==> config.mk <==
export PLATFORM = sky130hd
export DESIGN_NAME = rseq_top
export DESIGN_NICKNAME = d
export VERILOG_FILES = /design/src/pkg/rseq_pkg.sv /design/src/design/rseq_top.sv
export VERILOG_INCLUDE_DIRS = /design/src /design/src/pkg
export SDC_FILE = /design/constraint.sdc
export NUM_CORES = 2
export LEC_CHECK = 0
export BUFFER_PORTS_ARGS = -buffer_cell sky130_fd_sc_hd__clkbuf_2
export CORE_MARGIN = 1
export CORE_UTILIZATION = 35
export DETAILED_ROUTE_END_ITERATION = 8
export SETUP_SLACK_MARGIN = 0.1
export SYNTH_ARGS = -nofsm -noshare
export SYNTH_HDL_FRONTEND = slang
export SYNTH_SLANG_ARGS = --single-unit
==> constraint.sdc <==
create_clock -name aclk -period 18.5 [get_ports aclk]
set_input_delay 3.7 -clock aclk [delete_from_list [all_inputs] [get_ports aclk]]
set_output_delay 3.7 -clock aclk [all_outputs]
set_load 0.01 [all_outputs]
==> src/pkg/rseq_params.svh <==
// constants of the rail sequencer: offsets, field layouts, reset values, timing
//
// Contract
// - four status outputs report rail state; any rail may join the power-good tree.
// - output delays are 0-15 ms (one), 5-100 ms (three), 0-100 ms (two, four).
// - each status output may instead be a plain level set by software.
// - backed settings clear below lockout and load from the active bank above it.
// - every emergency shutdown reloads all backed defaults.
// - programming burns every backed setting into the nonvolatile bank.
// - event status and mask are unbacked; mask resets to ones, status from events.
// - normal address changeable, default 0x5E; programming space fixed at 0x38.
// - a burned bit only goes 0 to 1, never back.
// - a one-time pointer bit selects the second bank, irreversibly.
// - a rail enables by control pin, prior rail power-good, or software command.
// - software may enable any rail while running; clearing its bit disables only rails with no pin or power-good request.
// - six control pins form six groups; every rail is assignable to one group.
// - control three and six may act as active-low sleep, selecting the sleep code.
// - pin and prior power-good combine; both must hold to enable.
// - a programmable delay precedes assertion of a rail enable.
// - a pin raised before its prerequisite power-good waits for that power-good.
// - power-down follows pins or software with its own disable delay.
// - sleep decays or slews per decay bit; tree outputs may stay asserted.
// - below lockout tree-driven outputs drop at once; rails shut down about 444 ns later.
// - shutdown also on critical heat, optional power-good loss, optional 10 ms timeout.
// - recovery waits for supply or cooling, then reloads and resamples pins.
// - above lockout plus hysteresis, load defaults and become responsive.
// - a decaying rail keeps its power-good masked until below new overvoltage.
`ifndef RSEQ_PARAMS_SVH
`define RSEQ_PARAMS_SVH
`define RSEQ_NUM_RAILS   12
`define RSEQ_NUM_OUTS    4
`define RSEQ_NCFG        17
`define RSEQ_CLK_NS      10
`define RSEQ_MS_NS       1000000
`define RSEQ_MS_CYC      (`RSEQ_MS_NS / `RSEQ_CLK_NS)
`define RSEQ_SHDN_NS     444
`define RSEQ_SHDN_CYC    ((`RSEQ_SHDN_NS + `RSEQ_CLK_NS - 1) / `RSEQ_CLK_NS)
`define RSEQ_PGTO_MS     10
`define RSEQ_OFF_STATUS  32'h0000_0000
`define RSEQ_OFF_SWEN    32'h0000_0004
`define RSEQ_OFF_GPOMAN  32'h0000_0008
`define RSEQ_OFF_PROG    32'h0000_000C
`define RSEQ_OFF_EVT     32'h0000_0010
`define RSEQ_OFF_MASK    32'h0000_0014
`define RSEQ_OFF_PGSTAT  32'h0000_0018
`define RSEQ_OFF_ADDR    32'h0000_001C
`define RSEQ_OFF_CFG     32'h0000_0040
`define RSEQ_ADDR_RST    7'h5E
`define RSEQ_PROG_ADDR   7'h38
`define RSEQ_MASK_RST    4'hF
`define RSEQ_TREE_WMASK  32'h000F_0FFF
`define RSEQ_SHUT_WMASK  32'h0000_0003
`define RSEQ_PROG_MODE   0
`define RSEQ_PROG_BURN   1
`define RSEQ_PROG_BANK   2
`define RSEQ_PROG_PTR    3
`define RSEQ_EV_UVLO     0
`define RSEQ_EV_HOT      1
`define RSEQ_EV_PGLOSS   2
`define RSEQ_EV_PGTO     3
`define RSEQ_OUT3_MIN_MS 7'd5
`endif

==> src/pkg/rseq_pkg.sv <==
// types of the rail sequencer
package rseq_pkg;
  typedef enum logic [2:0] {ST_OFF, ST_LOAD, ST_RUN, ST_DROP, ST_WAIT} rseq_state_t;
  // per-rail backed settings, one word
  typedef struct packed {
    logic [6:0] slp_vid;
    logic [6:0] vid;
    logic       decay;
    logic       slp_pin;
    logic       slp_en;
    logic [3:0] off_dly;
    logic [3:0] on_dly;
    logic [3:0] pg_sel;
    logic [2:0] ctl_sel;
  } rseq_rail_cfg_t;
  // per-output tree settings, one word
  typedef struct packed {
    logic [11:0] rsv_hi;
    logic [3:0]  dly;
    logic [3:0]  rsv_lo;
    logic [11:0] members;
  } rseq_tree_cfg_t;
  // analog side inputs
  typedef struct packed {
    logic supply_ok;
    logic supply_hys_ok;
    logic die_hot;
    logic die_cool;
  } rseq_mon_t;
endpackage

==> src/design/rseq_top.sv <==
// rail sequencer with power-good tree, nonvolatile load and shutdown, AXI4-Lite slave
`include "rseq_params.svh"
module rseq_top
  import rseq_pkg::*;
#(
  parameter int NR        = `RSEQ_NUM_RAILS,
  parameter int NO        = `RSEQ_NUM_OUTS,
  parameter int MS_CYCLES = `RSEQ_MS_CYC
)(
  input  wire logic            aclk,             // system clock
  input  wire logic            aresetn,          // sync reset, low
  input  wire logic [31:0]     s_awaddr,         // write address
  input  wire logic            s_awvalid,        // write address valid
  output logic                 s_awready,        // write address ready
  input  wire logic [31:0]     s_wdata,          // write data
  input  wire logic [3:0]      s_wstrb,          // byte enables
  input  wire logic            s_wvalid,         // write data valid
  output logic                 s_wready,         // write data ready
  output logic [1:0]           s_bresp,          // write response
  output logic                 s_bvalid,         // response valid
  input  wire logic            s_bready,         // response ready
  input  wire logic [31:0]     s_araddr,         // read address
  input  wire logic            s_arvalid,        // read address valid
  output logic                 s_arready,        // read address ready
  output logic [31:0]          s_rdata,          // read data
  output logic [1:0]           s_rresp,          // read response
  output logic                 s_rvalid,         // read data valid
  input  wire logic            s_rready,         // read data ready
  input  wire logic [5:0]      control_input_n,  // six control pins, high = on
  input  wire logic [NR-1:0]   rail_power_good,  // per-rail power-good
  input  wire logic [NR-1:0]   rail_decay_busy,  // rail decaying, above new ov
  input  wire rseq_mon_t       mon,              // supply and die monitors
  output logic [NR-1:0]        rail_enable,      // internal rail enables
  output logic [NR*7-1:0]      rail_vid,         // active voltage codes
  output logic [NR-1:0]        rail_decay,       // decay instead of slew
  output logic [NO-1:0]        status_out        // status outputs one..four
);
  localparam int TW = $clog2(MS_CYCLES + 1);
  localparam logic [7:0] SHDN_N = 8'(`RSEQ_SHDN_CYC);

  rseq_state_t        state_r;
  logic [3:0]         cause_r;
  logic [31:0]        cfg_r [`RSEQ_NCFG];
  logic [31:0]        otp_r [2][`RSEQ_NCFG];
  logic               bank_ptr_r;
  logic               prog_mode_r;
  logic [NR-1:0]      sw_en_r;
  logic [7:0]         gpo_man_r;
  logic [3:0]         evt_r;
  logic [3:0]         mask_r;
  logic [6:0]         addr_r;
  logic [TW-1:0]      tick_cnt_r;
  logic               tick;
  logic [7:0]         drop_cnt_r;
  logic [3:0]         dly_cnt_r [NR];
  logic [3:0]         to_cnt_r [NR];
  logic [NR-1:0]      pg_prev_r;
  logic [6:0]         tree_cnt_r [NO];
  logic [31:0]        aw_q;
  logic [31:0]        w_q;
  logic [3:0]         ws_q;
  logic               wr_go;
  logic [31:0]        wmask;
  logic [31:0]        rd_word;
  logic               rd_ok;
  logic               wr_ok;
  logic [NR-1:0]      pg_eff;
  logic [NR-1:0]      req;
  logic [NR-1:0]      sleep_now;
  logic [3:0]         fault;
  logic [NO-1:0]      tree_all;

  // masked power-good: decaying rail is not seen as lost
  assign pg_eff = rail_power_good | rail_decay_busy;

  // per-rail request from pins, prior power-good and software
  always_comb
  begin
    for (int i = 0; i < NR; i++)
    begin
      rseq_rail_cfg_t c;
      logic ctl_ok;
      logic pg_ok;
      c = rseq_rail_cfg_t'(cfg_r[i]);
      ctl_ok = (c.ctl_sel == 3'd0) ||
               ((c.ctl_sel <= 3'd6) && control_input_n[c.ctl_sel - 3'd1]);
      pg_ok = (c.pg_sel == 4'd0) ||
              ((c.pg_sel <= 4'(NR)) && pg_eff[c.pg_sel - 4'd1]);
      req[i] = (((c.ctl_sel != 3'd0) || (c.pg_sel != 4'd0)) && ctl_ok && pg_ok)
               || sw_en_r[i];
      sleep_now[i] = c.slp_en &&
                     !(c.slp_pin ? control_input_n[5] : control_input_n[2]);
    end
  end

  // tree AND over members
  always_comb
  begin
    for (int k = 0; k < NO; k++)
    begin
      rseq_tree_cfg_t t;
      t = rseq_tree_cfg_t'(cfg_r[NR + k]);
      tree_all[k] = (t.members != 12'h000) && (&(pg_eff | ~t.members));
    end
  end

  // emergency conditions while running
  always_comb
  begin
    fault = 4'h0;
    fault[`RSEQ_EV_UVLO] = !mon.supply_ok;
    fault[`RSEQ_EV_HOT] = mon.die_hot;
    for (int i = 0; i < NR; i++)
    begin
      if (cfg_r[NR + NO][0] && rail_enable[i] && pg_prev_r[i] && !pg_eff[i])
        fault[`RSEQ_EV_PGLOSS] = 1'b1;
      if (cfg_r[NR + NO][1] && (to_cnt_r[i] >= 4'(`RSEQ_PGTO_MS)))
        fault[`RSEQ_EV_PGTO] = 1'b1;
    end
  end

  // delay of a tree output in ms; output three has a floor
  function automatic logic [6:0] tree_ms(input int k, input logic [3:0] code);
    logic [6:0] v;
    unique case (code)
      4'd0:    v = 7'd0;
      4'd1:    v = 7'd1;
      4'd2:    v = 7'd2;
      4'd3:    v = 7'd4;
      4'd4:    v = 7'd6;
      4'd5:    v = 7'd8;
      4'd6:    v = 7'd10;
      4'd7:    v = 7'd15;
      4'd8:    v = 7'd20;
      4'd9:    v = 7'd30;
      4'd10:   v = 7'd40;
      4'd11:   v = 7'd50;
      4'd12:   v = 7'd60;
      4'd13:   v = 7'd70;
      4'd14:   v = 7'd80;
      4'd15:   v = 7'd100;
    endcase
    if (k == 0)
      v = {3'b000, code};
    else if ((k == 2) && (v < `RSEQ_OUT3_MIN_MS))
      v = `RSEQ_OUT3_MIN_MS;
    return v;
  endfunction

  // one-millisecond enable pulse
  always_ff @(posedge aclk)
  begin
    if (!aresetn || (tick_cnt_r == TW'(MS_CYCLES - 1)))
      tick_cnt_r <= '0;
    else
      tick_cnt_r <= tick_cnt_r + TW'(1);
  end
  assign tick = (tick_cnt_r == TW'(MS_CYCLES - 1));

  // power state machine
  always_ff @(posedge aclk)
  begin
    if (!aresetn)
    begin
      state_r <= ST_OFF;
      cause_r <= 4'h0;
      drop_cnt_r <= 8'h00;
    end
    else
    begin
      unique case (state_r)
        ST_OFF:
          if (mon.supply_hys_ok)
            state_r <= ST_LOAD;
        ST_LOAD:
          state_r <= ST_RUN;
        ST_RUN:
          if (fault != 4'h0)
          begin
            state_r <= ST_DROP;
            cause_r <= fault;
            drop_cnt_r <= 8'h00;
          end
        ST_DROP:
        begin
          drop_cnt_r <= drop_cnt_r + 8'd1;
          if (!mon.supply_ok)
            cause_r[`RSEQ_EV_UVLO] <= 1'b1;
          if (drop_cnt_r >= SHDN_N - 8'd1)
            state_r <= cause_r[`RSEQ_EV_UVLO] ? ST_OFF : ST_WAIT;
        end
        ST_WAIT:
          if (!mon.supply_ok)
            state_r <= ST_OFF;
          else if (!cause_r[`RSEQ_EV_HOT] || mon.die_cool)
            state_r <= ST_LOAD;
      endcase
    end
  end

  // bus write path: address and data taken in either order
  assign wr_go = !s_awready && !s_wready && !s_bvalid;
  assign wmask = {{8{ws_q[3]}}, {8{ws_q[2]}}, {8{ws_q[1]}}, {8{ws_q[0]}}};
  assign wr_ok = (aw_q[31:2] <= `RSEQ_OFF_ADDR >> 2) ||
                 ((aw_q >= `RSEQ_OFF_CFG) &&
                  (aw_q < `RSEQ_OFF_CFG + 32'(4 * `RSEQ_NCFG)));
  always_ff @(posedge aclk)
  begin
    if (!aresetn)
    begin
      s_awready <= 1'b1;
      s_wready <= 1'b1;
      s_bvalid <= 1'b0;
      s_bresp <= 2'b00;
      aw_q <= 32'h0000_0000;
      w_q <= 32'h0000_0000;
      ws_q <= 4'h0;
    end
    else
    begin
      if (s_awvalid && s_awready)
      begin
        aw_q <= s_awaddr;
        s_awready <= 1'b0;
      end
      if (s_wvalid && s_wready)
      begin
        w_q <= s_wdata;
        ws_q <= s_wstrb;
        s_wready <= 1'b0;
      end
      if (wr_go)
      begin
        s_bvalid <= 1'b1;
        s_bresp <= wr_ok ? 2'b00 : 2'b10;
      end
      if (s_bvalid && s_bready)
      begin
        s_bvalid <= 1'b0;
        s_awready <= 1'b1;
        s_wready <= 1'b1;
      end
    end
  end

  // read decode; unmapped answers slave error
  always_comb
  begin
    rd_word = 32'h0000_0000;
    rd_ok = 1'b1;
    unique case (s_araddr)
      `RSEQ_OFF_STATUS: rd_word = {10'h000, cause_r, bank_ptr_r,
                                   state_r != ST_RUN, status_out, rail_enable};
      `RSEQ_OFF_SWEN:   rd_word = {20'h00000, sw_en_r};
      `RSEQ_OFF_GPOMAN: rd_word = {24'h000000, gpo_man_r};
      `RSEQ_OFF_PROG:   rd_word = {28'h0000000, bank_ptr_r, 2'b00, prog_mode_r};
      `RSEQ_OFF_EVT:    rd_word = {28'h0000000, evt_r};
      `RSEQ_OFF_MASK:   rd_word = {28'h0000000, mask_r};
      `RSEQ_OFF_PGSTAT: rd_word = {20'h00000, pg_eff};
      `RSEQ_OFF_ADDR:   rd_word = {17'h00000, `RSEQ_PROG_ADDR, 1'b0, addr_r};
      default:
        if ((s_araddr >= `RSEQ_OFF_CFG) && (s_araddr[1:0] == 2'b00) &&
            (s_araddr < `RSEQ_OFF_CFG + 32'(4 * `RSEQ_NCFG)))
          rd_word = cfg_r[5'((s_araddr - `RSEQ_OFF_CFG) >> 2)];
        else
          rd_ok = 1'b0;
    endcase
  end

  // bus read path, one read outstanding
  always_ff @(posedge aclk)
  begin
    if (!aresetn)
    begin
      s_arready <= 1'b1;
      s_rvalid <= 1'b0;
      s_rdata <= 32'h0000_0000;
      s_rresp <= 2'b00;
    end
    else if (s_arvalid && s_arready)
    begin
      s_arready <= 1'b0;
      s_rvalid <= 1'b1;
      s_rdata <= rd_word;
      s_rresp <= rd_ok ? 2'b00 : 2'b10;
    end
    else if (s_rvalid && s_rready)
    begin
      s_rvalid <= 1'b0;
      s_arready <= 1'b1;
    end
  end

  // backed settings: clear, load, software write
  always_ff @(posedge aclk)
  begin
    for (int j = 0; j < `RSEQ_NCFG; j++)
    begin
      if (!aresetn || (state_r == ST_OFF))
        cfg_r[j] <= 32'h0000_0000;
      else if (state_r == ST_LOAD)
        cfg_r[j] <= otp_r[bank_ptr_r][j];
      else if (wr_go && (aw_q == `RSEQ_OFF_CFG + 32'(4 * j)))
        cfg_r[j] <= ((cfg_r[j] & ~wmask) | (w_q & wmask)) &
                    ((j < NR) ? 32'hFFFF_FFFF :
                     (j < NR + NO) ? `RSEQ_TREE_WMASK : `RSEQ_SHUT_WMASK);
    end
  end

  // nonvolatile banks: burning can only set bits; the pointer only moves forward
  always_ff @(posedge aclk)
  begin
    if (!aresetn)
    begin
      bank_ptr_r <= 1'b0;
      for (int b = 0; b < 2; b++)
        for (int j = 0; j < `RSEQ_NCFG; j++)
          otp_r[b][j] <= 32'h0000_0000;
    end
    else if (wr_go && prog_mode_r && (aw_q == `RSEQ_OFF_PROG) && ws_q[0])
    begin
      if (w_q[`RSEQ_PROG_BURN])
        for (int j = 0; j < `RSEQ_NCFG; j++)
          otp_r[bank_ptr_r][j] <= otp_r[bank_ptr_r][j] | cfg_r[j];
      if (w_q[`RSEQ_PROG_BANK])
        bank_ptr_r <= 1'b1;
    end
  end

  // unbacked control registers
  always_ff @(posedge aclk)
  begin
    if (!aresetn)
    begin
      sw_en_r <= '0;
      gpo_man_r <= 8'h00;
      prog_mode_r <= 1'b0;
      mask_r <= `RSEQ_MASK_RST;
      addr_r <= `RSEQ_ADDR_RST;
    end
    else
    begin
      if (state_r != ST_RUN)
        sw_en_r <= '0;
      else if (wr_go && (aw_q == `RSEQ_OFF_SWEN))
        sw_en_r <= NR'((32'(sw_en_r) & ~wmask) | (w_q & wmask));
      if (wr_go && (aw_q == `RSEQ_OFF_GPOMAN) && ws_q[0])
        gpo_man_r <= w_q[7:0];
      if (wr_go && (aw_q == `RSEQ_OFF_PROG) && ws_q[0])
        prog_mode_r <= w_q[`RSEQ_PROG_MODE];
      if (wr_go && (aw_q == `RSEQ_OFF_MASK) && ws_q[0])
        mask_r <= w_q[3:0];
      if (wr_go && (aw_q == `RSEQ_OFF_ADDR) && ws_q[0])
        addr_r <= w_q[6:0];
    end
  end

  // sticky events, write one to clear; a new event beats the clear
  always_ff @(posedge aclk)
  begin
    if (!aresetn)
      evt_r <= 4'h0;
    else
      evt_r <= (evt_r & ~((wr_go && (aw_q == `RSEQ_OFF_EVT) && ws_q[0]) ? w_q[3:0] : 4'h0))
               | ((state_r == ST_RUN) ? fault : 4'h0);
  end

  // rail enables with separate on and off delays in ms ticks
  always_ff @(posedge aclk)
  begin
    for (int i = 0; i < NR; i++)
    begin
      rseq_rail_cfg_t c;
      c = rseq_rail_cfg_t'(cfg_r[i]);
      if (!aresetn || (state_r == ST_OFF) || (state_r == ST_LOAD) ||
          (state_r == ST_WAIT) || ((state_r == ST_DROP) && (drop_cnt_r >= SHDN_N - 8'd1)))
      begin
        rail_enable[i] <= 1'b0;
        dly_cnt_r[i] <= 4'h0;
      end
      else if ((state_r == ST_RUN) && (req[i] != rail_enable[i]))
      begin
        if (dly_cnt_r[i] >= (req[i] ? c.on_dly : c.off_dly))
        begin
          rail_enable[i] <= req[i];
          dly_cnt_r[i] <= 4'h0;
        end
        else if (tick)
          dly_cnt_r[i] <= dly_cnt_r[i] + 4'd1;
      end
      else
        dly_cnt_r[i] <= 4'h0;
    end
  end

  // voltage code and decay choice per rail
  always_ff @(posedge aclk)
  begin
    for (int i = 0; i < NR; i++)
    begin
      rseq_rail_cfg_t c;
      c = rseq_rail_cfg_t'(cfg_r[i]);
      if (!aresetn)
      begin
        rail_vid[i*7 +: 7] <= 7'h00;
        rail_decay[i] <= 1'b0;
      end
      else
      begin
        rail_vid[i*7 +: 7] <= sleep_now[i] ? c.slp_vid : c.vid;
        rail_decay[i] <= c.decay;
      end
    end
  end

  // power-good loss and 10 ms timeout watch
  always_ff @(posedge aclk)
  begin
    for (int i = 0; i < NR; i++)
    begin
      if (!aresetn || (state_r != ST_RUN))
      begin
        pg_prev_r[i] <= 1'b0;
        to_cnt_r[i] <= 4'h0;
      end
      else
      begin
        pg_prev_r[i] <= rail_enable[i] && pg_eff[i];
        if (!rail_enable[i] || pg_eff[i])
          to_cnt_r[i] <= 4'h0;
        else if (tick && (to_cnt_r[i] < 4'(`RSEQ_PGTO_MS)))
          to_cnt_r[i] <= to_cnt_r[i] + 4'd1;
      end
    end
  end

  // status outputs: tree with delay, or software level; sleep leaves them alone
  always_ff @(posedge aclk)
  begin
    for (int k = 0; k < NO; k++)
    begin
      rseq_tree_cfg_t t;
      t = rseq_tree_cfg_t'(cfg_r[NR + k]);
      if (!aresetn)
      begin
        status_out[k] <= 1'b0;
        tree_cnt_r[k] <= 7'h00;
      end
      else if (gpo_man_r[k])
      begin
        status_out[k] <= gpo_man_r[4 + k];
        tree_cnt_r[k] <= 7'h00;
      end
      else if ((state_r != ST_RUN) || (fault != 4'h0) || !tree_all[k])
      begin
        status_out[k] <= 1'b0;
        tree_cnt_r[k] <= 7'h00;
      end
      else if (tree_cnt_r[k] >= tree_ms(k, t.dly))
        status_out[k] <= 1'b1;
      else if (tick)
        tree_cnt_r[k] <= tree_cnt_r[k] + 7'd1;
    end
  end
endmodule

### After elaboration in Yosys (flattened, before gate mapping)

Memories as Yosys holds them, arrays and structs flattened. A register that Yosys moved wholly into a read port is not among the register bits.
Index checks and enable logic that the tools add are counted.

| storage, ports and cells | value |
|---|---|
| bits of input ports | 141 |
| register bits after elaboration | 302 |
| bits in read-only memories | 336 |
| logic and storage cells | 1441 |
| memory bits (writable) | 1756 |
| output and inout bits | 153 |
| memories kept | 8 |

| operators by class | value |
|---|---|
| $lt $le $gt $ge | 95 |
| bitwise logic cells | 174 |
| mux-type cells | 618 |
| add/subtract/negate cells | 55 |
| equality and inequality tests | 53 |
| reductions and logical operators | 396 |

Memory list:

| name | words | width | rd ports | clocked after Yosys merged registers in | write ports | RTL line | text |
|---|---|---|---|---|---|---|---|
| otp_r | 2 | 544 | 1 | 1 | 2 | rseq_top.sv:44 | `` logic [31:0] otp_r [2][`RSEQ_NCFG]; `` |
| cfg_r | 17 | 32 | 18 | 0 | 17 | rseq_top.sv:43 | `` logic [31:0] cfg_r [`RSEQ_NCFG]; `` |
| (name not given) | 16 | 7 | 1 | 0 | 0 | rseq_top.sv:125 | `unique case (code)` |
| (name not given) | 16 | 7 | 1 | 0 | 0 | rseq_top.sv:125 |  |
| (name not given) | 16 | 7 | 1 | 0 | 0 | rseq_top.sv:125 |  |
| dly_cnt_r | 12 | 4 | 12 | 0 | 12 | rseq_top.sv:55 | `logic [3:0] dly_cnt_r [NR];` |
| +2 memories | n/a | n/a | n/a | n/a | n/a | n/a |  |

Operators by type and width:

| cell | count |
|---|---|
| 32-bit two-way mux | 35 |
| 32-bit bitwise OR | 29 |
| 544-bit two-way mux | 1 |
| 544-bit OR reduction | 1 |
| 32-bit by 7-bit == test with 1-bit output, second input constant | 16 |
| 1-bit two-way mux | 431 |
| 32-bit bitwise AND | 13 |
| 4-bit two-way mux | 74 |
| 7-bit two-way mux | 40 |
| 32-bit case mux with 8 select lines | 1 |
| 32-bit by 5-bit == test with 1-bit output, second input constant | 7 |
| 1-bit logical AND | 190 |
| 32-bit by 4-bit == test with 1-bit output, second input constant | 4 |
| 1-bit bitwise OR | 106 |
| 4-bit by 1-bit adder with 4-bit output, second input constant | 24 |
| 20-bit bitwise AND | 4 |
| 20-bit bitwise OR | 4 |
| 1-bit logical OR | 73 |
| 12-bit bitwise OR | 6 |
| 32-bit by 3-bit == test with 1-bit output, second input constant | 2 |
| 32-bit by 7-bit greater-or-equal comparator with 1-bit output, second input constant | 2 |
| 32-bit by 8-bit less-than comparator with 1-bit output, second input constant | 2 |
| 4-bit by 5-bit less-than comparator with 1-bit output, second input constant | 12 |
| 4-bit nonzero test | 13 |
| 57 further kinds | 301 |

### Depth between registers and ports, before layout

An unclocked memory read counts as a cell.

| depth | value |
|---|---|
| word-level depth | 34 |
| gate-level depth with buffers | 18 |
| gate-level depth less buffers | 16 |

### Worst setup path after synthesis

No wires, ideal clock.

| path | value |
|---|---|
| path kind | input port to flip-flop |
| from | input aresetn |
| to | memory otp_r[0][0] in the netlist's numbering (enable) |
| buffers on the path | 4 |
| library setup time | 3.841 ns |
| slack | 1.061 ns |
| required time | 14.659 ns |
| arrival | 13.598 ns |
| stages on the path | 7 |
| path through | clkbuf_1 > and4_1 > nand2b_1 > clkbuf_1 > buf_2 > buf_1 > nand2_1 |

RTL lines:

| element | RTL line | text |
|---|---|---|
| from (decl) | rseq_top.sv:11 | `input wire logic aresetn,` |
| to (decl) | rseq_top.sv:44 |  |

==> results.md <==
- Outcome: complete, no violations
- Setup Crit Path Kind: input port to register
- Highest clock rate: ~0.13 GHz
- Layout Nets: 8,639
- Number of port buffers: 291
- Worst-Margin Slew: approximately 1.4 ns
- Cell family with most CP delay: buffers and inverters
- Setup-failing EPs final: 0
- Area growth, synth to finish: 13.06%
- Final RePlAce weighted congestion: 0.9439
- Mapped Area: between 90,000 and 100,000 sq um
- Post-synth top area share: 0.5416
- WL final: 320,800 um
- Final Cycle Share: 0.4291
- H-tree depth: 4
- Num CTS Buffers: between 200 and 250
- Top cells by area, synth: edfxtp_1, nor2_1, dfxtp_1
- Yosys warnings: 0
- Pre-CTS setup slack: approximately 9.6 ns
- Worst path most repeated cell: buf_4
- Leakage: ~0.04 uW
- Die X-Extent: about 530 um
- Filler Cells Inserted: 26,030
- Layout cells sized above 1: 0.1645
- Clock network power share: 0.412
- CTS tree: built
- RSZ-0062 raised after global routing: false
- Worst-Skew Late Latency: ~0.9 ns
- CP required: roughly 19 ns
- Routed vias/inst: roughly 5.6
- FFs w/ async S/R, synth: 0
- Crit path capture type: register
- Antenna violations before repair: 27
- Relative slew slack: 0.03967
- Die Footprint: 280,300 sq um
- Logic pwr share: 0.100
- Worst hold slack: around 0.45 ns
- # IOs: slightly below 300
- Yosys top cell by area: edfxtp_1
- Yosys reg bits: just over 2,000
- Setup_tns: 0 ns
- Initial Util: 0.3521
- Routed Antenna Nets: 0
- Mean Syn Cell Area: 11.89 sq um
- WP data arrival: around 8.4 ns
- CP Max Fanout: 59
- Clock-pin slew on the worst setup and hold paths: about 0.06 ns
- P_int: 8340 uW
- Final min period: between 7 and 8 ns
- Crit-path max cell delay: 0.85 ns
- Core ar.: around 280,000 sq um
- Register share of total power: 0.488
- Drt initial violations: around 7,600
- Dpl hpwl: ~210,000 um
- Pins Over Slew Limit: 0
- Max-cap violations: 0
- Sequential share of the synthesized area: 0.6035
- PnR worst setup slack: between 10 and 15 ns
- Height of the die: 529.4 um
- Switch Pwr: 2829 uW
- Rows: 193
- Iteration count of the initial detailed-routing pass: 6
- Maximum VDD drop: approximately 0.000072 V
- First-pass GRT wire length: 460,800 um
- Placed cell area: roughly 100,000 sq um
- CP cell instances: buf_4 -> and4_1 -> nand2_1 -> buf_4 -> nand2_4 -> buf_4 -> buf_4 -> buf_4
- Fin Clk Skew: roughly 0.078 ns
- GRT overflow: 0
- Vias in the first global route: about 67,000
- Mapped Cells: just over 8,000
- Design Area, Final: 110,100 sq um
- Wirelength per Cell: ~26 um
- Worst path bufs/invs: 5
- Switching share of power: 0.2533
- Startpoint Class: input port
- Synth unique cells: 91
- Drt drc: 0
- Largest net degree at the start of global routing: between 150 and 200
- Clock root cell: clkbuf_16
- Cts hold-fix bufs: 0
- CTS max path bufs: 4
- Max stage delay cell, worst path: buf_4
- HP Class: register to register
- Number of synthesized flops with an enable pin: ~1,800
- Final Hold Fails: 0
- PostCTS Resize Cnt: 0
- Via count: just under 70,000
- Clock sink total: roughly 2,100
- Final core occ: 0.3981
- Synth Flop Type: edfxtp_1
- Aggregate global-route resource usage: 0.2228
- Pwr/cell area: a little over 100 nW/um^2
- Setup repair bufs after CTS: 0
[stage by stage]
step / std cells / power, uW
6_report: 12210 / 11170
5_1_grt: 12200 / 11480
4_1_cts: 12200 / 11210
3_5_place_dp: 11800 / 6648
3_3_place_gp: 11800 / 6622
2_1_floorplan: 8189 / 6223
[power groups by stage]
stage          clock network, uW  logic [uW]  registers, uW
2_1_floorplan                  0         716           5510
3_5_place_dp                   0        1100           5550
3_3_place_gp                   0        1090           5540
5_1_grt                     4810        1190           5470
4_1_cts                     4650        1110           5450
6_report                    4600        1120           5450
[worst paths after layout]
path / from / end / slack (ns) / depth (start not counted)
min reg2reg: w_q[16] / w_q[16] / 0.45 / 2
max: aresetn / otp_r[1][33] / 10.56 / 8
max reg2reg: aw_q[12] / otp_r[1][33] / 12.05 / 12
min: w_q[16] / w_q[16] / 0.45 / 2
[layout make-up]
class                      instances  area [sq um]  share of cell area
tap                             3705          4636             0.04212
timing repair buffer             424          2551             0.02318
multi-input combinational       5481         36120              0.3282
clock inverter                   109          1219             0.01107
clock buffer                     296          6259             0.05686
sequential                      2057         58760              0.5339
inverter                         131         499.2            0.004536
antenna                           10         25.02           0.0002274
[worst reg2reg max path: cells and delay by family (launching register included)]
| kind | cells | cell delay [ns] |
|---|---|---|
| buffers and inverters | 5 | 3.03 |
| DFF | 1 | 0.31 |
| and+or+nand+nor | 7 | 2.65 |
[cells in the final DEF (no fill, tap or decap), types with 128 or more instances in the layout]
master	n
a21oi_1	158
buf_4	128
clkbuf_16	233
clkbuf_2	287
dfxtp_1	300
edfxtp_1	1756
ha_1	177
inv_1	130
mux2_2	361
mux2i_1	402
mux4_2	202
nand2_1	663
nor2_1	1818
nor2b_1	203
o21ai_0	432
[kinds of logic after synthesis]
kind of cell               Yosys count  synth area share
xor gates and xnor gates           104          0.009510
other                                1        0.00003852
and+or+nand+nor                   3167            0.1393
buffers and inverters              651           0.02645
muxes                              965            0.1298
AOI/OAI and AO/OA                 1064           0.06866
adders and majority gates          177           0.02275
DFF                               2057            0.6035
[cells in the mapped netlist, drive strengths merged, types with 31 or more instances]
cell type and n:
a21o 46, a21oi 158, and2 45, and3 31, buf 77, clkbuf 443, dfxtp 301, edfxtp 1756
ha 177, inv 131, mux2 361, mux2i 402, mux4 202, nand2 672, nand2b 40, nand3 104
nor2 1822, nor2b 203, nor3 67, nor4 48, o21a 76, o21ai 432, o22ai 121, xnor2 48
xor2 56
[metal layers]
metal  global-route usage  routed length, um  vias up
met5                    0                 72        -
met2               0.3450             143400     3393
met3              0.04340              30460      670
li1                     -                  -    29840
met1               0.3032             131400    34540
met4              0.09532              15390       10
Power figures use the tool's default switching activity.
